<file path="config.mk">
export PLATFORM = sky130hd
export DESIGN_NAME = mpfs_mode_pin_select
export DESIGN_NICKNAME = d
export VERILOG_FILES = /design/src/rtl/mpfs_pkg.sv /design/src/rtl/mpfs_mode_pin_select.sv /design/src/rtl/mpfs_pin_cell.sv
export VERILOG_INCLUDE_DIRS = /design/src /design/src/rtl
export SDC_FILE = /design/constraint.sdc
export NUM_CORES = 1
export LEC_CHECK = 0
export ABC_AREA = 1
export BUFFER_PORTS_ARGS = -buffer_cell sky130_fd_sc_hd__clkbuf_2
export CORE_ASPECT_RATIO = 1.25
export CORE_UTILIZATION = 47
export CTS_CLUSTER_DIAMETER = 40
export DETAILED_ROUTE_END_ITERATION = 6
export HOLD_SLACK_MARGIN = 0.1
export PLACE_DENSITY = 0.76
export SLEW_MARGIN = 10
export SYNTH_ARGS = -nofsm -noshare
export SYNTH_HDL_FRONTEND = slang
export SYNTH_SLANG_ARGS = --single-unit
</file>
<file path="constraint.sdc">
create_clock -name clock -period 1.53 [get_ports clock]
set_input_delay 0.2295 -clock clock [delete_from_list [all_inputs] [get_ports clock]]
set_output_delay 0.2295 -clock clock [all_outputs]
set_load 0.01 [all_outputs]
</file>
<file path="src/rtl/mpfs_consts.svh">
// Offsets, fields, reset values and mode status bits of the mode pin select block.
`ifndef MPFS_CONSTS_SVH
`define MPFS_CONSTS_SVH

// Pin count and status width (one event per pin plus power event).
`define MPFS_PIN_COUNT 12
`define MPFS_STAT_W 13
`define MPFS_PME_BIT 12

// Word indices of the registers on the bus (byte address is four times).
`define MPFS_REG_LCC 6'h00
`define MPFS_REG_OUT 6'h01
`define MPFS_REG_DIR 6'h02
`define MPFS_REG_IN 6'h03
`define MPFS_REG_STAT 6'h04
`define MPFS_REG_MASK 6'h05
`define MPFS_REG_MODE 6'h06
`define MPFS_REG_EEP 6'h07
`define MPFS_REG_SUBSYS 6'h08

// Local configuration fields.
`define MPFS_LCC_P1_LO 5
`define MPFS_LCC_P1_HI 6
`define MPFS_LCC_PME 7
`define MPFS_LCC_RESET 8'h00

// EEPROM control bits.
`define MPFS_EEP_CLK 0
`define MPFS_EEP_CS 1
`define MPFS_EEP_DO 2
`define MPFS_EEP_DI 3

// Mode status bits.
`define MPFS_MST_MINI 3
`define MPFS_MST_RSVD 4

// Standalone address split.
`define MPFS_HA_UART_HI 4
`define MPFS_HA_UART_LO 3
`define MPFS_HA_REG_HI 2

`endif

</file>
<file path="src/rtl/mpfs_pkg.sv">
// Types shared by the mode pin select block.
package mpfs_pkg;
    // Role of one multi-purpose pin.
    typedef enum logic [1:0] {
        ROLE_GPIO = 2'b00,
        ROLE_LOW = 2'b01,
        ROLE_ALT = 2'b10,
        ROLE_OFF = 2'b11
    } mpfs_role_e;

    // Mode strap codes.
    typedef enum logic [2:0] {
        MODE_UART_LB = 3'b000,
        MODE_UART_PP = 3'b001,
        MODE_UART_SID = 3'b010,
        MODE_ENH_BARS = 3'b011,
        MODE_ENH_LB = 3'b100,
        MODE_ENH_PP = 3'b101,
        MODE_RESERVED = 3'b110,
        MODE_STANDALONE = 3'b111
    } mpfs_mode_e;
endpackage : mpfs_pkg

</file>
<file path="src/rtl/mpfs_mode_pin_select.sv">
// Mode strap decode, multi-purpose pin roles, EEPROM pins and registers.
//
// Implementation choices: the register offsets and the Wishbone slave port.
`timescale 1ns/10ps
`include "mpfs_consts.svh"
module mpfs_mode_pin_select
    import mpfs_pkg::*;
#(
    // Subsystem IDs outside mode 010; values are arbitrary.
    parameter logic [15:0] DefaultSubId = 16'h0000,
    parameter logic [15:0] DefaultSubVendorId = 16'h0000
) (
    // Clock and reset.
    input wire logic clock,
    input wire logic reset,
    // Wishbone slave.
    input wire logic cyc_i,
    input wire logic stb_i,
    input wire logic we_i,
    input wire logic [7:0] adr_i,
    input wire logic [3:0] sel_i,
    input wire logic [31:0] dat_i,
    output logic [31:0] dat_o,
    output logic ack_o,
    // Straps.
    input wire logic [2:0] modeStraps,
    input wire logic [15:0] subsystemIdStraps,
    input wire logic [15:0] subsystemVendorIdStraps,
    // Multi-purpose pins, bit n is pin n.
    input wire logic [11:0] multiPurposePinsIn,
    output logic [11:0] multiPurposePinsOut,
    output logic [11:0] multiPurposePinsOe,
    // Serial EEPROM.
    output logic eepromSerialClock,
    output logic eepromChipSelect,
    output logic eepromSerialOutput,
    input wire logic eepromSerialInput,
    // Standalone host address.
    input wire logic [4:0] hostAddress,
    output logic [3:0] uartSelect,
    output logic [2:0] uartRegister,
    // Function configuration.
    output logic func1LocalBus,
    output logic func1ParallelPort,
    output logic func1Unusable,
    output logic uartsUniqueBars,
    output logic enhancedMode,
    output logic modeReserved,
    output logic busTypeMiniPci,
    output logic powerEventRequest,
    output logic [15:0] subsystemId,
    output logic [15:0] subsystemVendorId,
    // Interrupt.
    output logic irq
);
    localparam int PinCount = `MPFS_PIN_COUNT;

    // Register state.
    mpfs_mode_e mode_ff; // Mode captured while reset is held.
    logic [7:0] lcc_ff; // Local configuration control.
    logic [11:0] gpioOut_ff; // Output values.
    logic [11:0] gpioDir_ff; // Output enables, one means drive.
    logic [12:0] status_ff; // Sticky events.
    logic [12:0] mask_ff; // Interrupt enables.
    logic [2:0] eep_ff; // EEPROM clock, select and data.
    logic [15:0] subId_ff;
    logic [15:0] subVid_ff;
    logic miniPci_ff; // Sampled bus type.
    logic [3:0] uartSel_ff;
    logic [2:0] uartReg_ff;
    logic [4:0] func_ff; // Registered function decode.
    logic ack_ff;
    logic [31:0] datO_ff;

    // Mode groups.
    wire modeGroupA = (mode_ff == MODE_UART_LB) ||
        (mode_ff == MODE_ENH_BARS) || (mode_ff == MODE_ENH_LB);
    wire modeNoPin0 = (mode_ff == MODE_UART_PP) ||
        (mode_ff == MODE_ENH_PP) || (mode_ff == MODE_UART_SID);
    wire modeEnh = (mode_ff == MODE_ENH_BARS) ||
        (mode_ff == MODE_ENH_LB) || (mode_ff == MODE_ENH_PP);
    wire modeEarly = (mode_ff == MODE_UART_LB) ||
        (mode_ff == MODE_UART_PP) || (mode_ff == MODE_UART_SID);
    wire modeStandalone = (mode_ff == MODE_STANDALONE);
    wire modeRsvd = (mode_ff == MODE_RESERVED);
    wire modeActive = !modeStandalone && !modeRsvd;
    wire [1:0] pin1Field = lcc_ff[`MPFS_LCC_P1_HI:`MPFS_LCC_P1_LO];
    wire pmeSelect = lcc_ff[`MPFS_LCC_PME];

    // Pin roles. Standalone and reserved modes leave pins undriven; in
    // standalone the board holds them low, so nothing is lost.
    mpfs_role_e pinRole [PinCount];
    assign pinRole[0] = modeGroupA ? ROLE_GPIO :
        (modeNoPin0 ? ROLE_LOW : ROLE_OFF);
    assign pinRole[1] = !modeActive ? ROLE_OFF :
        ((pin1Field == 2'b00) ? ROLE_GPIO : ROLE_LOW);
    assign pinRole[2] = (!modeActive || mode_ff == MODE_UART_SID) ?
        ROLE_OFF : (pmeSelect ? ROLE_ALT : ROLE_GPIO);
    assign pinRole[11] = modeEarly ? ROLE_GPIO :
        (modeEnh ? ROLE_ALT : ROLE_OFF);

    // Per-pin event lines.
    wire [11:0] gpioEvent;
    wire [11:0] altEvent;

    // One cell per pin; pins three to ten share one role.
    genvar gi;
    generate
        for (gi = 0; gi < PinCount; gi = gi + 1) begin : g_pin
            if (gi >= 3 && gi <= 10) begin : g_upper
                assign pinRole[gi] = modeGroupA ? ROLE_GPIO : ROLE_OFF;
            end
            mpfs_pin_cell u_cell (
                .clock(clock),
                .reset(reset),
                .role(pinRole[gi]),
                .outValue(gpioOut_ff[gi]),
                .outEnable(gpioDir_ff[gi]),
                .pinIn(multiPurposePinsIn[gi]),
                .pinOut(multiPurposePinsOut[gi]),
                .pinOe(multiPurposePinsOe[gi]),
                .gpioEvent(gpioEvent[gi]),
                .altEvent(altEvent[gi])
            );
        end
    endgenerate

    // Bus decode.
    wire access = cyc_i && stb_i && !ack_ff;
    wire [5:0] wordIdx = adr_i[7:2];
    wire wrEn = access && we_i;
    wire [31:0] byteMask = {{8{sel_i[3]}}, {8{sel_i[2]}},
        {8{sel_i[1]}}, {8{sel_i[0]}}};
    wire [31:0] wrBits = dat_i & byteMask;
    wire hitLcc = wordIdx == `MPFS_REG_LCC;
    wire hitOut = wordIdx == `MPFS_REG_OUT;
    wire hitDir = wordIdx == `MPFS_REG_DIR;
    wire hitStat = wordIdx == `MPFS_REG_STAT;
    wire hitMask = wordIdx == `MPFS_REG_MASK;
    wire hitEep = wordIdx == `MPFS_REG_EEP;

    // Merge helper for byte-lane writes.
    wire [31:0] lccMerged = ({24'h000000, lcc_ff} & ~byteMask) | wrBits;
    wire [31:0] outMerged = ({20'h00000, gpioOut_ff} & ~byteMask) | wrBits;
    wire [31:0] dirMerged = ({20'h00000, gpioDir_ff} & ~byteMask) | wrBits;
    wire [31:0] maskMerged = ({19'h00000, mask_ff} & ~byteMask) | wrBits;
    wire [31:0] eepMerged = ({29'h00000000, eep_ff} & ~byteMask) | wrBits;

    // Events: pin edges plus the power event from pin two.
    wire [12:0] events = {altEvent[2], gpioEvent};
    wire [12:0] clearBits = (wrEn && hitStat) ? wrBits[12:0] : 13'h0000;

    // Mode status word.
    wire [31:0] modeWord = {24'h000000, func_ff, 3'h0} |
        {27'h0000000, modeRsvd, miniPci_ff, mode_ff};

    // Read selection; unmapped words read as zero.
    logic [31:0] rdData;
    always_comb begin
        case (wordIdx)
            `MPFS_REG_LCC: rdData = {24'h000000, lcc_ff};
            `MPFS_REG_OUT: rdData = {20'h00000, gpioOut_ff};
            `MPFS_REG_DIR: rdData = {20'h00000, gpioDir_ff};
            `MPFS_REG_IN: rdData = {20'h00000, multiPurposePinsIn};
            `MPFS_REG_STAT: rdData = {19'h00000, status_ff};
            `MPFS_REG_MASK: rdData = {19'h00000, mask_ff};
            `MPFS_REG_MODE: rdData = modeWord;
            `MPFS_REG_EEP: rdData = {28'h0000000, eepromSerialInput,
                eep_ff};
            `MPFS_REG_SUBSYS: rdData = {subVid_ff, subId_ff};
            default: rdData = 32'h00000000;
        endcase
    end

    // Function decode from the mode.
    wire [4:0] nxt_func = {
        (mode_ff == MODE_UART_LB) || (mode_ff == MODE_ENH_BARS) ||
            (mode_ff == MODE_ENH_LB),
        (mode_ff == MODE_UART_PP) || (mode_ff == MODE_ENH_PP),
        (mode_ff == MODE_UART_SID),
        (mode_ff == MODE_ENH_BARS),
        modeEnh
    };

    // Standalone address split into UART and register.
    wire [1:0] haUart = hostAddress[`MPFS_HA_UART_HI:`MPFS_HA_UART_LO];
    wire [3:0] nxt_uartSel = modeStandalone ?
        (4'h1 << haUart) : 4'h0;
    wire [2:0] nxt_uartReg = modeStandalone ?
        hostAddress[`MPFS_HA_REG_HI:0] : 3'h0;

    // Straps are caught while reset is held and then stay fixed, so a
    // strap moving later has no effect; mode 110 is flagged, not used.
    always_ff @(posedge clock) begin
        if (reset) begin
            mode_ff <= mpfs_mode_e'(modeStraps);
        end
    end

    // Subsystem IDs: straps in mode 010, otherwise the defaults.
    always_ff @(posedge clock) begin
        if (reset) begin
            if (modeStraps == MODE_UART_SID) begin
                subId_ff <= subsystemIdStraps;
                subVid_ff <= subsystemVendorIdStraps;
            end else begin
                subId_ff <= DefaultSubId;
                subVid_ff <= DefaultSubVendorId;
            end
        end
    end

    // Configuration registers.
    always_ff @(posedge clock) begin
        if (reset) begin
            lcc_ff <= `MPFS_LCC_RESET;
            gpioOut_ff <= 12'h000;
            gpioDir_ff <= 12'h000;
            mask_ff <= 13'h0000;
            eep_ff <= 3'h0;
        end else if (wrEn) begin
            if (hitLcc) lcc_ff <= lccMerged[7:0];
            if (hitOut) gpioOut_ff <= outMerged[11:0];
            if (hitDir) gpioDir_ff <= dirMerged[11:0];
            if (hitMask) mask_ff <= maskMerged[12:0];
            if (hitEep) eep_ff <= eepMerged[2:0];
        end
    end

    // Sticky status: an event in the clearing cycle survives.
    always_ff @(posedge clock) begin
        if (reset) begin
            status_ff <= 13'h0000;
        end else begin
            status_ff <= (status_ff & ~clearBits) | events;
        end
    end

    // Bus type follows pin eleven in enhanced modes, PCI otherwise.
    always_ff @(posedge clock) begin
        if (reset) begin
            miniPci_ff <= 1'b0;
        end else begin
            miniPci_ff <= modeEnh && multiPurposePinsIn[11];
        end
    end

    // Decoded outputs, registered.
    always_ff @(posedge clock) begin
        if (reset) begin
            func_ff <= 5'h00;
            uartSel_ff <= 4'h0;
            uartReg_ff <= 3'h0;
        end else begin
            func_ff <= nxt_func;
            uartSel_ff <= nxt_uartSel;
            uartReg_ff <= nxt_uartReg;
        end
    end

    // Single-cycle acknowledge; the flag blocks a second answer.
    always_ff @(posedge clock) begin
        if (reset) begin
            ack_ff <= 1'b0;
            datO_ff <= 32'h00000000;
        end else begin
            ack_ff <= access;
            if (access && !we_i) datO_ff <= rdData;
        end
    end

    // Output wiring.
    assign ack_o = ack_ff;
    assign dat_o = datO_ff;
    assign eepromSerialClock = eep_ff[`MPFS_EEP_CLK];
    assign eepromChipSelect = eep_ff[`MPFS_EEP_CS];
    assign eepromSerialOutput = eep_ff[`MPFS_EEP_DO];
    assign uartSelect = uartSel_ff;
    assign uartRegister = uartReg_ff;
    assign func1LocalBus = func_ff[4];
    assign func1ParallelPort = func_ff[3];
    assign func1Unusable = func_ff[2];
    assign uartsUniqueBars = func_ff[1];
    assign enhancedMode = func_ff[0];
    assign modeReserved = modeRsvd;
    assign busTypeMiniPci = miniPci_ff;
    assign powerEventRequest = status_ff[`MPFS_PME_BIT];
    assign subsystemId = subId_ff;
    assign subsystemVendorId = subVid_ff;
    assign irq = |(status_ff & mask_ff);

    // The edge that ends reset still samples reset high, while the flops
    // only leave their reset values one edge later. Checks whose consequent
    // would fail on those reset values name reset in the antecedent.

    // Pin zero as driven I/O in the group A modes.
    chk_pin0_gpio_drive: assert property (
        @(posedge clock) disable iff (reset)
        modeGroupA && gpioDir_ff[0] |=> multiPurposePinsOe[0] &&
        multiPurposePinsOut[0] == $past(gpioOut_ff[0]))
        else $error("pin zero does not follow its output register");

    // Pin zero driven low in the other function modes.
    chk_pin0_low: assert property (
        @(posedge clock) disable iff (reset)
        !reset && modeNoPin0 |=> multiPurposePinsOe[0] &&
        !multiPurposePinsOut[0])
        else $error("pin zero not driven low");

    // Pin one driven low while its field is not zero.
    chk_pin1_field: assert property (
        @(posedge clock) disable iff (reset)
        modeActive && pin1Field != 2'b00 ##1 $stable(lcc_ff)
        |-> multiPurposePinsOe[1] && !multiPurposePinsOut[1])
        else $error("pin one not held low");

    // Pin two as I/O while the power-event bit is clear.
    chk_pin2_gpio: assert property (
        @(posedge clock) disable iff (reset)
        modeActive && mode_ff != MODE_UART_SID && !pmeSelect &&
        gpioDir_ff[2] |=> multiPurposePinsOe[2])
        else $error("pin two not driving as I/O");

    // Pin two rising edge raises the power event next cycle.
    chk_pme_event: assert property (
        @(posedge clock) disable iff (reset)
        altEvent[2] |=> powerEventRequest [*2])
        else $error("power event not raised and held");

    // Upper pins listen outside the group A modes.
    chk_upper_off: assert property (
        @(posedge clock) disable iff (reset)
        !modeGroupA |=> multiPurposePinsOe[10:3] == 8'h00)
        else $error("upper pins driven outside their modes");

    // Pin eleven never driven in enhanced modes.
    chk_pin11_input: assert property (
        @(posedge clock) disable iff (reset)
        modeEnh |=> !multiPurposePinsOe[11])
        else $error("bus select pin driven");

    // Bus type follows the select pin.
    chk_bus_type: assert property (
        @(posedge clock) disable iff (reset)
        !reset && modeEnh |=>
        busTypeMiniPci == $past(multiPurposePinsIn[11]))
        else $error("bus type does not follow select pin");

    // EEPROM select follows a write to its register.
    chk_eeprom_write: assert property (
        @(posedge clock) disable iff (reset)
        wrEn && hitEep && sel_i[0] |=>
        eepromChipSelect == $past(dat_i[`MPFS_EEP_CS]))
        else $error("EEPROM select not written");

    // Standalone UART select matches the address one cycle on.
    chk_uart_select: assert property (
        @(posedge clock) disable iff (reset)
        !reset && modeStandalone |=>
        uartSelect == (4'h1 << $past(haUart)))
        else $error("standalone UART select wrong");

    // Mode never changes outside reset.
    chk_mode_static: assert property (
        @(posedge clock) disable iff (reset)
        1'b1 |=> $stable(mode_ff))
        else $error("mode changed after reset");

    // Function decode for the enhanced parallel port mode.
    chk_func_decode: assert property (
        @(posedge clock) disable iff (reset)
        !reset && mode_ff == MODE_ENH_PP |=> func1ParallelPort &&
        enhancedMode && !func1LocalBus)
        else $error("function decode wrong in mode 101");
endmodule : mpfs_mode_pin_select

</file>
<file path="src/rtl/mpfs_pin_cell.sv">
// One multi-purpose pin: role driven output stage and edge detection.
`timescale 1ns/10ps
module mpfs_pin_cell
    import mpfs_pkg::*;
(
    // Clock and reset.
    input wire logic clock,
    input wire logic reset,
    // Control from the register file.
    input wire mpfs_role_e role,
    input wire logic outValue,
    input wire logic outEnable,
    // Pin signals.
    input wire logic pinIn,
    output logic pinOut,
    output logic pinOe,
    // Events towards the status register.
    output logic gpioEvent,
    output logic altEvent
);
    logic prev_ff; // Last sampled pin level.
    logic nxt_pinOut;
    logic nxt_pinOe;

    // Output stage: low role forces a driven zero, alternate roles listen.
    always_comb begin
        nxt_pinOut = 1'b0;
        nxt_pinOe = 1'b0;
        case (role)
            ROLE_GPIO: begin
                nxt_pinOut = outValue;
                nxt_pinOe = outEnable;
            end
            ROLE_LOW: begin
                nxt_pinOe = 1'b1;
            end
            default: begin
                nxt_pinOe = 1'b0;
            end
        endcase
    end

    // Registered pin drive, so the pads never see decode glitches.
    // The edge detector tracks the pin even in reset. A pin held high
    // through reset would otherwise look like a rising edge on release.
    always_ff @(posedge clock) begin
        if (reset) begin
            pinOut <= 1'b0;
            pinOe <= 1'b0;
            prev_ff <= pinIn;
        end else begin
            pinOut <= nxt_pinOut;
            pinOe <= nxt_pinOe;
            prev_ff <= pinIn;
        end
    end

    // Rising edge while listening: an input I/O or an alternate input.
    assign gpioEvent = (role == ROLE_GPIO) && !outEnable && pinIn && !prev_ff;
    assign altEvent = (role == ROLE_ALT) && pinIn && !prev_ff;
endmodule : mpfs_pin_cell

</file>
# Word level (Yosys, flattened, before mapping)
# Index checks and enable logic that the tools add are counted.
# totals
wordCells	223
register_bits	178
# classes
reduce_logical	103
n_bitwise	23
n_shift	1
n_eq_ne	22
mux	23
# op_table
cell	count
32-bit one-hot mux with 9 select lines	1
13-bit bitwise AND	4
1-bit logical AND	45
1-bit logical NOT	29
13-bit NOT	2
13-bit OR	2
12-bit bitwise AND	2
6-bit by 3-bit equality test with 1-bit output, second input constant	4
12-bit OR	2
1-bit one-hot mux with 2 select lines	12
2-bit two-way mux	7
13-bit two-way mux	1
13-bit OR reduction	1
3-bit equality test, second input constant	4
6-bit by 2-bit equality test with 1-bit output, second input constant	2
2-bit logical NOT	6
2-bit OR reduction	6
2-bit by 1-bit equality test with 1-bit output, second input constant	5
2-bit AND reduction	5
3-bit by 2-bit equality test with 1-bit output, second input constant	3
1-bit logical OR	9
8-bit bitwise AND	1
8-bit by 5-bit OR with 8-bit output	1
8-bit OR	1
11 further kinds	17

# Longest topological paths before layout
# Gate-level depths: netlist (run 1).
# logic_depth
ltp_word	11
depth_mapped	11
mapped_depth_nobuf	10

# Hierarchy
# Synthesis (run 1) repeated with hierarchy kept, for this count alone.
# hier_totals
hier_cells	995
hier_area_um2	7433.4
# modules_own_cells
module	cells_per_inst	seq_area_each_um2	n_inst	area_per_inst_um2
mpfs_mode_pin_select	803	3193.1	1	6097.1
mpfs_pin_cell	16	60.1	12	111.4

# Worst setup path after synthesis (run 1)
# OpenSTA, ideal clock, no wires.
# synth_timing
path_kind	register to register
start	reg mode_ff[1]
end	reg g_pin[0].u_cell.pinOut
slack_ps	88
path_stages_with_launch	9
setup_time_ps	64
required_ps	1466
period_less_slack_ps	1442
arrival_ps	1378
path_buffers	1
path_cell_list	edfxtp_1 -> inv_1 -> nor2_1 -> inv_2 -> nand2_1 -> nor2_2 -> nand2_1 -> buf_2 -> nor2_1
# synth_between
elab_chain_len	8
elab_cells_between_ends	15
cone_classes	eq/ne (5); mux (2); bitwise (1); reduce/logical (7)
# synth_rtl
element	line	rtl
start: declaration	mpfs_mode_pin_select.sv:59	mpfs_mode_e mode_ff;
start signal: assignment	mpfs_mode_pin_select.sv:196	mode_ff <= mpfs_mode_e'(modeStraps);
3-bit by 1-bit equality test with 1-bit output / 3-bit equality test (equally long branches)	mpfs_mode_pin_select.sv:78, mpfs_mode_pin_select.sv:79	
1-bit logical OR	mpfs_mode_pin_select.sv:78	wire modeNoPin0 = (mode_ff == MODE_UART_PP) ||
1-bit logical OR	mpfs_mode_pin_select.sv:79	(mode_ff == MODE_ENH_PP) || (mode_ff == MODE_UART_SID);
2-bit two-way mux	mpfs_mode_pin_select.sv:94	(modeNoPin0 ? ROLE_LOW : ROLE_OFF);
2-bit two-way mux (*)	mpfs_mode_pin_select.sv:93	assign pinRole[0] = modeGroupA ? ROLE_GPIO :
2-bit logical NOT (*)	mpfs_pin_cell.sv:29	case (role)
1-bit NOT (no source line) (*)	n/a	
2-bit OR reduction (no source line) (*)	n/a	
end signal: assignment	mpfs_pin_cell.sv:52	pinOut <= nxt_pinOut;
end: declaration	mpfs_pin_cell.sv:15	output logic pinOut,
# Every way passes the cells marked *; elsewhere a longest branch is shown, timed or not.
# A chain may end at the register's enable or synchronous reset.

==> run summary, run 1 <==
The run finished, with violations left. The final reports fail on negative setup slack. Setup repair after global routing could not meet its margin everywhere. Across the run, the number of max-cap violations was 0. The number of inserted diodes is 0. After layout, the worst setup slack is -0.136 ns. The final worst clock skew is 0.00948 ns.

After clock tree synthesis, the clock-pin slew on the worst setup and hold paths is 0.07 ns. The initial standard-cell utilization of the core came out at 48.2%. The number of buffers inserted by port buffering is 186. For this run, the leading register cell type out of synthesis is sky130_fd_sc_hd__dfxtp_1. The number of clock buffers inserted by TritonCTS is 17. The number of register bits inferred by synthesis came out at 178. The maximum level of the CTS H-tree came out at 4. The maximum vdd drop came out at 866 uV. The endpoint of the worst register-to-register path is status_ff[6]. The leakage power total came out at 0.00453 uW. Data arrives at the worst endpoint at 1.44 ns. The post-synth net total came out at 1000.

The clock net sink count came out at 178. The global route total overflow is 0. At the worst endpoint, the required time is 1.30 ns.

The buffer and inverter count on the worst path came out at 1. The tree is rooted in a sky130_fd_sc_hd__clkbuf_16. The maximum root-to-sink buffer count is 2. The detailed router finished its first iteration with 441 violations.

Dividing the detail-routed wire length by the instance count gives 15.1 um. The die span in y is 141 um. The min-delay analysis places its worst path in the category in2reg. The number of max-slew violations in the final report was 0. The I/O pin count came out at 210.

The total track usage came out at 25.9%. The most frequently used cell type in the post-synthesis netlist is sky130_fd_sc_hd__nand2_1. The fraction of layout cells with a size suffix above 1 is 27.9%. The remaining max-slew budget at the tightest pin is 74.7%. The end of the critical path is irq. The startpoint type of the worst setup path is a flop. STA classifies the critical path endpoint as a primary output. The final-report setup violation count is 1. At the later pin of the worst-skew pair, clock insertion delay measures 0.43 ns. For this run, the number of Yosys warnings is 0. The total stage count of the critical path came out at 4. The iteration count of the initial detailed-routing pass is 4. The gate count after technology mapping is 898. In this run the standard cell core region covers 15000 um2. The post-synthesis instance area came out at 7230 um2. For the pin with the worst max-slew slack, the measured transition is 0.379 ns.

The initial antenna violation count came out at 0. The final hold violation count came out at 0. The finished layout holds 1341 standard cells, fillers aside. Summed over all nets, the half-perimeter wirelength after detailed placement is 14.4 mm.

The critical path in this run is classified as reg2out. The critical path's largest stage delay is 0.32 ns. Compared with the post-synthesis result, the final layout area differs by 34.5%. After synthesis, the cell types taking the most area are sky130_fd_sc_hd__dfxtp_1 40%, sky130_fd_sc_hd__edfxtp_1 15%, sky130_fd_sc_hd__nand2_1 9.3%, sky130_fd_sc_hd__nor2_1 6.4%, sky130_fd_sc_hd__a21oi_1 6.1%. The highest achievable clock rate came out at 600 MHz. The die footprint came out at 15900 um2. The number of nets with antenna violations after detailed routing came out at 0. The share of synthesized area occupied by flip-flops and latches came out at 54.1%. In this run the critical register-to-register path is launched from mode_ff[1]. The via count of the first global-routing pass was 6473. The power density over cell area came out at 1070 nW/um2. The via total after detailed routing came out at 6757. Counting cells, the worst reg-to-reg path comes to 9. Of all nets on the critical path, the largest fanout is 2. After layout, the worst path uses 109% of the clock period. The clock tree from TritonCTS is built. The overall die width came out at 113 um. The cell count after placement came out at 1260. The number of flops mapped to enable cells by yosys came out at 35. In the routed layout, each cell is associated on average with a via count of 5.04. The share of synthesized flip-flops with an asynchronous set or reset came out at 0%. Walking the worst path, the cells encountered are a22o_1, a221oi_2, nand3_1, clkbuf_2. The wire length of the first global-routing pass came out at 31.8 mm. The number of rows in the core area came out at 50.

The DRC violations left is 0. The maximum number of pins on one net before global-route repair came out at 63. On the critical path the largest part of the delay comes from compound AO/OA/AOI/OAI gates. Synthesis instantiated 32 different standard cells from the library. For this design, the slowest cell found on the critical path is sky130_fd_sc_hd__dfxtp_2.

The detailed-route wire length is 20.2 mm. OpenSTA, run right after detailed placement, puts the worst setup slack at -0.0345 ns. The final period demand of the worst path is 1.67 ns.

A synthesized cell averages 8.05 um2. The largest area contributor in the synthesized netlist is sky130_fd_sc_hd__dfxtp_1. The setup slack of the worst register-to-register path is 0.09 ns. Routability-driven placement finished with a final weighted congestion of 0.923. The number of nets in the layout came out at 1248. The share of the synthesized area in the top cell type is 39.6%. Counting instances in the post-synthesis netlist gives the leading cell types as 179 x sky130_fd_sc_hd__nand2_1, 143 x sky130_fd_sc_hd__dfxtp_1, 124 x sky130_fd_sc_hd__nor2_1.
[cells by family (layout without fill, tap and decap cells)]
group / Yosys count / count (layout) / synth area share [%]
AOI/OAI and AO/OA: 153 / 153 / 11.2
buffers and inverters: 165 / 426 / 10.1
DFF: 178 / 178 / 54.1
and+or+nand+nor: 402 / 402 / 24.6
[power by group]
part,internal (uW),switching (uW)
Clock,2670,1890
Sequential,4900,70.5
Combinational,368,490
[cell type report]
cell class              instances  area [um2]
clock inverters                12         141
flip-flops and latches        178        3920
fillers                      1265        5290
clock buffers                  20         489
multi-input cells             555        2640
repair buffers                289        1920
well taps                     182         228
inverters                     105         399
[routing by layer]
metal,vias up,global-route usage [%],part of all wire [%]
met5,-,0,0
met4,0,11.7,3.4
met3,50,7.22,7.3
met2,276,44.9,49
met1,3059,29.8,40
li1,3372,-,-
[worst min path at each step]
stage	from	end	slack, ns	cells after the start
floorplan	multiPurposePinsIn[0]	g_pin[0].u_cell.prev_ff	0.26	0
global placement	multiPurposePinsIn[4]	g_pin[4].u_cell.prev_ff	0.36	1
detailed placement	multiPurposePinsIn[6]	g_pin[6].u_cell.prev_ff	0.37	1
CTS	subsystemVendorIdStraps[13]	subsystemVendorId[13]	0.10	3
global route	subsystemVendorIdStraps[4]	subsystemVendorId[4]	0.11	3
finish	subsystemIdStraps[7]	subsystemId[7]	0.11	3
[through the flow]
stage / power [uW] / hold slack (ns) / utilization, % / cell area, um2 / TNS, ns
3_3_place_gp: 5790 / 0.362 / 57.0 / 8560 / 0
4_1_cts: 10400 / 0.101 / 64.3 / 9650 / -0.134
5_1_grt: 10700 / 0.108 / 64.8 / 9730 / -0.222
2_1_floorplan: 5380 / 0.257 / - / 7230 / 0
6_report: 10400 / 0.107 / 64.8 / 9730 / -0.136
3_5_place_dp: 5800 / 0.369 / 57.0 / 8560 / -0.128
[worst register-to-register path, cell delays in order, from the launching register on]
cell and delay, ns:
sky130_fd_sc_hd__edfxtp_1 0.43, sky130_fd_sc_hd__buf_4 0.17, sky130_fd_sc_hd__inv_1 0.06, sky130_fd_sc_hd__nor2_1 0.06
sky130_fd_sc_hd__inv_2 0.06, sky130_fd_sc_hd__nand2_2 0.08, sky130_fd_sc_hd__nor2_4 0.13, sky130_fd_sc_hd__buf_4 0.15
sky130_fd_sc_hd__nand3_1 0.10, sky130_fd_sc_hd__a21oi_2 0.15
[placed cells by master, fill, tap and decap left out, types with 3 or more instances in the layout]
master / count
sky130_fd_sc_hd__buf_4: 53
sky130_fd_sc_hd__inv_6: 4
sky130_fd_sc_hd__nand2_2: 4
sky130_fd_sc_hd__a211oi_1: 9
sky130_fd_sc_hd__nand3_1: 44
sky130_fd_sc_hd__dfxtp_1: 141
sky130_fd_sc_hd__clkbuf_16: 19
sky130_fd_sc_hd__edfxtp_1: 35
sky130_fd_sc_hd__nand4_1: 23
sky130_fd_sc_hd__nand2_1: 177
sky130_fd_sc_hd__nor2_1: 122
sky130_fd_sc_hd__nor2_4: 6
sky130_fd_sc_hd__nor2_2: 8
sky130_fd_sc_hd__dlygate4sd3_1: 40
sky130_fd_sc_hd__buf_12: 8
sky130_fd_sc_hd__inv_2: 6
sky130_fd_sc_hd__nor3_4: 3
sky130_fd_sc_hd__nor3_1: 4
sky130_fd_sc_hd__o21ai_0: 36
sky130_fd_sc_hd__inv_1: 96
sky130_fd_sc_hd__a21oi_1: 87
sky130_fd_sc_hd__clkinv_4: 4
sky130_fd_sc_hd__o31ai_1: 5
sky130_fd_sc_hd__nor3_2: 3
sky130_fd_sc_hd__buf_6: 3
sky130_fd_sc_hd__clkbuf_2: 184
sky130_fd_sc_hd__o21ai_1: 12
[timing repair]
item | 4_1_cts | 5_1_grt
endpoints found under the setup margin | 2 | 45
gates resized for setup | 6 | 13
gates cloned | 0 | 1
hold buffers | 40 | 0
pin swaps | 2 | 7
buffers inserted | 4 | 4
endpoints found under the hold margin | 49 | 0
No activity file was read; power rests on OpenSTA's default activity.
==> inputs of run 2 (changes only) <==
--- a/config.mk
+++ b/config.mk
@@ -9,11 +9,11 @@
 export ABC_AREA = 1
 export BUFFER_PORTS_ARGS = -buffer_cell sky130_fd_sc_hd__clkbuf_2
 export CORE_ASPECT_RATIO = 1.25
-export CORE_UTILIZATION = 47
+export CORE_UTILIZATION = 52
 export CTS_CLUSTER_DIAMETER = 40
 export DETAILED_ROUTE_END_ITERATION = 6
 export HOLD_SLACK_MARGIN = 0.1
-export PLACE_DENSITY = 0.76
+export PLACE_DENSITY = 0.8
 export SLEW_MARGIN = 10
 export SYNTH_ARGS = -nofsm -noshare
 export SYNTH_HDL_FRONTEND = slang
==> constraint.sdc (replaced) <==
create_clock -name clock -period 1.9 [get_ports clock]
set_input_delay 0.285 -clock clock [delete_from_list [all_inputs] [get_ports clock]]
set_output_delay 0.285 -clock clock [all_outputs]
set_load 0.01 [all_outputs]
==> run 2 against run 1 <==
First-iteration DRC count rose by 2.9%. Largest cell class unchanged. Final cell count fell by 5.0%. Clock power fell by 21%. Register-to-register slack better by 0.19 ns. Critical endpoint unchanged. The run now ends clean.
==> run summary, run 2 (synthesis gave the netlist of run 1 again) <==
The flow ran to the end, and the final reports show no timing, DRC or antenna violations. In this run the tool buffered the top-level ports with 186 buffer cells. The routability congestion estimate is 0.901.

The final layout contains 1192 nets. The starting DRC count in detailed routing is 454. The critical-path cell with the highest stage delay is sky130_fd_sc_hd__dfxtp_1. The launch point of the worst reg-to-reg path is mode_ff[1].

The final hold violation count is 0. The library cell used most frequently in the layout, excluding fill and tap cells, is sky130_fd_sc_hd__clkbuf_2. The largest fanout on the critical path is 3.

The critical path's largest stage delay is 0.33 ns. STA classifies the critical path endpoint as a primary output. The number of max-slew violations in the final report was 0. The remaining max-slew budget at the tightest pin is 56.3%. The final worst-path setup slack came out at 0.140 ns. In this run, placement finished with an instance count of 1223. The via count of the first global-routing pass is 6391. The first detailed-routing pass ran for 5 iterations. The via total after detailed routing is 6605. Excluding fillers, the count of instances in the completed layout stands at 1274. The DRC violations left came out at 0. The number of instances resized during post-cts repair came out at 0. The final period demand of the worst path is 1.76 ns. Data arrives at the worst endpoint at 1.48 ns. Summing all non-filler instances in the final layout gives an area of 9100 um2. The worst-margin pin slew came out at 0.656 ns. The maximum vdd drop is 640 uV. Dividing the detail-routed via count by the number of cells gives 5.18. The number of rows in the core area is 47. For this block, the routed nets add up to 19.5 mm of wire. The post-synthesis to final-layout area growth came out at 25.8%. The clock arrives with 0.0125 ns of skew.

The worst setup path is launched from a flop. The final-report setup violation count is 0. The total overflow left after global routing is 0. The core region is 13400 um2. The die is 134 um tall.

Across every metal layer, demand over resource in global routing totals 27.9%. The critical path goes through a22o_1, a221oi_1, nand3_1, clkbuf_2. The clock net sink count is 178. In this run the power density over the cells is 902 nW/um2. Entering global routing, the biggest net connects 75 pins.

Setup repair after global routing left no endpoint under its margin. Across all hold checks on the routed design, the worst slack comes to 0.133 ns. The number of inserted diodes is 0. The initial standard-cell utilization of the core is 53.9%. The leakage power total came out at 0.00423 uW. The worst min-delay path startpoint is hostAddress[4]. The highest achievable clock rate came out at 568 MHz.

The I/O pin count is 210. TritonCTS built the clock tree. The wire length of the first global-routing pass is 30.6 mm. The class of the tightest hold or removal check is in2reg. The number of clock buffers inserted by TritonCTS is 17. Max-cap violations in this run came to 0. The routed wire length per instance is 15.3 um. The overall die width came out at 107 um. The fraction of layout cells with a size suffix above 1 came out at 25.1%.

The category of the most critical setup path is reg2out. The cell area after placement is 8280 um2. The number of nets with antenna violations after detailed routing came out at 0. The die covers 14400 um2. The post-placement worst setup slack is 0.149 ns.

The final HPWL from detailed placement came out at 14.0 mm. The clock passes through at most 2 buffers. The critical path required time came out at 1.62 ns. Tracing the worst setup path back leads to its startpoint at status_ff[8].

The top cell types in the final layout, fill and taps aside, are 185 x sky130_fd_sc_hd__clkbuf_2, 179 x sky130_fd_sc_hd__nand2_1, 143 x sky130_fd_sc_hd__dfxtp_1. The clock latency on the worst-skew pair is 0.43 ns. The maximum level of the CTS H-tree came out at 4. The clock root buffer master is sky130_fd_sc_hd__clkbuf_16.

The clock transition at the register clock pins on the worst setup and hold paths after CTS came out at 0.06 ns. Adding up every negative setup slack in the final design gives 0 ns. The initial antenna violation count came out at 0. The final clock period utilization by the worst path came out at 92.6%.
-- run 2: worst paths after layout --
| path | depth (start not counted) | slack (ns) | end |
|---|---|---|---|
| setup / recovery | 4 | 0.14 | irq |
| hold / removal | 3 | 0.13 | uartSelect[0] |
| setup reg to reg | 6 | 0.28 | g_pin[6].u_cell.pinOe |
| hold reg to reg | 2 | 0.45 | g_pin[5].u_cell.pinOut |
-- run 2: per-layer routing --
metal	wire [um]	part of all wire (%)	GRT usage [%]	vias to the layer above
li1	-	-	-	3256
met1	7550	39	31.3	2979
met2	9510	49	46.8	310
met3	1600	8.2	8.02	60
met4	826	4.2	15.9	0
met5	0	0	0	-
-- run 2: where the power goes --
part	leakage [uW]	internal, uW	switching (uW)
sequential	0.00149	3950	58.2
clock	0.000302	2190	1430
combinational	0.00243	221	362
-- run 2: per-stage QoR --
step                      utilization, %  power (uW)
after global placement              61.8        4620
after detailed placement            61.8        4630
after global routing                67.8        8430
after CTS                           67.8        8240
after floorplan                        -        4340
final                               67.8        8210
-- run 2: area by class of cell --
cell class / instances / area (um2)
repair buffers: 233 / 1360
clock buffers: 27 / 567
inverters: 105 / 394
fillers: 1150 / 4310
flip-flops and latches: 178 / 3910
clock inverters: 5 / 58.8
multi-input cells: 555 / 2590
well taps: 171 / 214
-- run 2: timing repair --
action	in CTS	in global routing
hold endpoints to repair	20	0
hold buffers	19	0
buffers inserted	0	0
-- run 2: worst max-delay path: cells and delay by family, from the launching register on --
kind                   cells  cell delay (ns)
AO/OA/AOI/OAI              2             0.45
flip-flops                 1             0.33
buffers and inverters      1             0.15
AND/OR/NAND/NOR            1             0.13
==> inputs of run 3 (changes only) <==
--- a/config.mk
+++ b/config.mk
@@ -9,11 +9,11 @@
 export ABC_AREA = 1
 export BUFFER_PORTS_ARGS = -buffer_cell sky130_fd_sc_hd__clkbuf_2
 export CORE_ASPECT_RATIO = 1.25
-export CORE_UTILIZATION = 52
+export CORE_UTILIZATION = 42
 export CTS_CLUSTER_DIAMETER = 40
 export DETAILED_ROUTE_END_ITERATION = 6
 export HOLD_SLACK_MARGIN = 0.1
-export PLACE_DENSITY = 0.8
+export PLACE_DENSITY = 0.78
 export SLEW_MARGIN = 10
 export SYNTH_ARGS = -nofsm -noshare
 export SYNTH_HDL_FRONTEND = slang
==> run 3 against run 2 <==
Final cell count grew 3.4%. Wire length down 0.28%. Hold slack is essentially flat. Register-to-register slack improved by 0.05 ns. Utilization decreased by 14 points. First-iteration DRC count is 22% lower. Clock power fell by 10%. Final area fell by 0.62%. Clock skew down 0.0062 ns. Via count fell by 3.6%. Flip-flop and latch count stayed put. Count of clock-buffer cells in the layout decreased by 8. Critical endpoint unchanged. Largest power group unchanged.
==> run summary, run 3 (synthesis gave the netlist of run 1 again) <==
The flow ran to the end, and the final reports show no timing, DRC or antenna violations. The first detailed-routing pass took 5 iterations. The power density over cell area came out at 866 nW/um2. The number of nets in the layout is 1187. The overall die width came out at 119 um. The routability congestion estimate came out at 0.900. The clock transition at the register clock pins on the worst setup and hold paths after CTS came out at 0.07 ns.

Data on the critical path arrives at its endpoint at 1.51 ns. Entering global routing, the biggest net connects 60 pins. Max-cap violations in this run came to 0.

The final critical path takes up 94.4% of the cycle. The critical path required time is 1.62 ns. The number of antenna diodes in the final layout is 0.

The die footprint came out at 17800 um2. The worst setup path is captured at a primary output. The final-report setup violation count is 0. The final period demand of the worst path came out at 1.79 ns.

The via count of the first global-routing pass came out at 5999. The total track usage is 22.1%. The largest single stage delay on the critical path is 0.33 ns. The library cells used most frequently in the layout, excluding fill and tap cells, are 185 x sky130_fd_sc_hd__clkbuf_2, 179 x sky130_fd_sc_hd__nand2_1, 143 x sky130_fd_sc_hd__dfxtp_1. The final worst clock skew is 0.00636 ns. The clock net sink count is 178. The total area of multi-input combinational cells is 2600 um2. In the routed layout, each cell is associated on average with a via count of 4.83. The startpoint type of the worst setup path is a flop. The number of rows in the core area came out at 53. The starting DRC count in detailed routing came out at 355.

The initial antenna violation count was 0. The worst-margin pin slew is 0.729 ns. The detailed-route wire length came out at 19.4 mm. Traced cell by cell, the critical path runs through a22o_1, a221oi_2, nand3_1, clkbuf_2.

The path class of the tightest hold or removal check is in2reg. Summing over every cut layer, the via total after detailed routing is 6367. The largest fanout on the critical path came out at 3. The number of buffers inserted by port buffering is 186. The library cell used most frequently in the layout, excluding fill and tap cells, is sky130_fd_sc_hd__clkbuf_2. The DRC violations left is 0. IR analysis of the VDD net gives a maximum drop of 501 uV.

Once the floorplan was initialized, standard cells occupied 42.9% of the core. The number of clock buffers inserted by TritonCTS is 17. Summed over all layers, the global routing overflow is 0.

The leakage power total is 0.00416 uW. On the critical path, the stage with the largest delay is an instance of sky130_fd_sc_hd__dfxtp_1. The clock root buffer master is sky130_fd_sc_hd__clkbuf_16. The remaining max-slew budget at the tightest pin came out at 51.4%.

The sequential cell area in the final layout is 3910 um2. The buffers inserted during post-CTS setup optimization is 0. The first global-routing pass estimated 30.1 mm of wire. The maximum root-to-sink buffer count came out at 2. The number of nets with antenna violations after detailed routing came out at 0. Fill cells in the final layout number 1628.

The highest achievable clock rate came out at 557 MHz. The clock tree from TritonCTS is built. The post-synthesis to final-layout area growth came out at 25.0%. The fraction of layout cells with a size suffix above 1 came out at 25.1%. The number of max-slew violations in the final report is 0.

The maximum level of the CTS H-tree is 4. Setup repair after global routing left no endpoint under its margin. The placeable core region came out at 16800 um2. The I/O pin count came out at 210. From bottom edge to top edge, the die measures 149 um. The critical path is of the reg2out type. The routed wire length per instance is 14.8 um. The final core utilization came out at 53.7%.

The clock latency on the worst-skew pair is 0.43 ns. Detailed placement finished with a half-perimeter wire length of 14.4 mm. The total negative setup slack is 0 ns. The final hold violation count came out at 0.
run 3: repair_timing:
action	CTS	global route
resized for setup	0	2
endpoints found under the hold margin	22	0
hold buffers	19	0
setup endpoints to repair	0	3
run 3: area by class of cell:
cell class	instances	share of cell area [%]
Clock buffer	19	5.13
Clock inverter	12	0.913
Inverter	105	4.36
Multi-Input combinational cell	555	28.8
Sequential cell	178	43.3
Tap cell	220	3.04
Timing Repair Buffer	228	14.5
run 3: worst max-delay path, delay by kind of cell (launching register included):
family,cells,cell delay [ns]
AND/OR/NAND/NOR,1,0.14
AO/OA/AOI/OAI,2,0.46
flip-flops,1,0.33
buffers and inverters,1,0.15
run 3: power by group:
part / internal, uW / switching [uW] / leakage, uW / total, uW
Clock: 1780 / 1480 / 0.000262 / 3250
Combinational: 208 / 360 / 0.00241 / 568
Sequential: 3950 / 59.8 / 0.00149 / 4010
run 3: layer usage:
| metal | part of all wire, % | GRT usage [%] |
|---|---|---|
| met5 | 0 | 0 |
| met4 | 2.3 | 9.75 |
| met3 | 7.8 | 6.52 |
| met2 | 49 | 37.6 |
| met1 | 41 | 25.7 |
run 3: path summary, 6_finish.rpt:
check,startpoint,end,slack (ns),cells after the start
min reg2reg,flop,g_pin[4].u_cell.pinOut,0.44,2
min,hostAddress[4],uartSelect[0],0.13,3
max,status_ff[8],irq,0.11,4
max reg2reg,mode_ff[1],g_pin[10].u_cell.pinOe,0.33,8
run 3: per-stage QoR:
| step | std cells | power [uW] | cell area (um2) | worst slack, ns | hold WS [ns] |
|---|---|---|---|---|---|
| after floorplan | 898 | 4340 | 7230 | 0.458 | 0.313 |
| after global placement | 1267 | 4610 | 8290 | 0.139 | 0.418 |
| after detailed placement | 1267 | 4620 | 8290 | 0.117 | 0.419 |
| after CTS | 1317 | 7890 | 9030 | 0.104 | 0.113 |
| after global routing | 1317 | 8110 | 9040 | 0.0234 | 0.120 |
| final | 1317 | 7830 | 9040 | 0.106 | 0.133 |
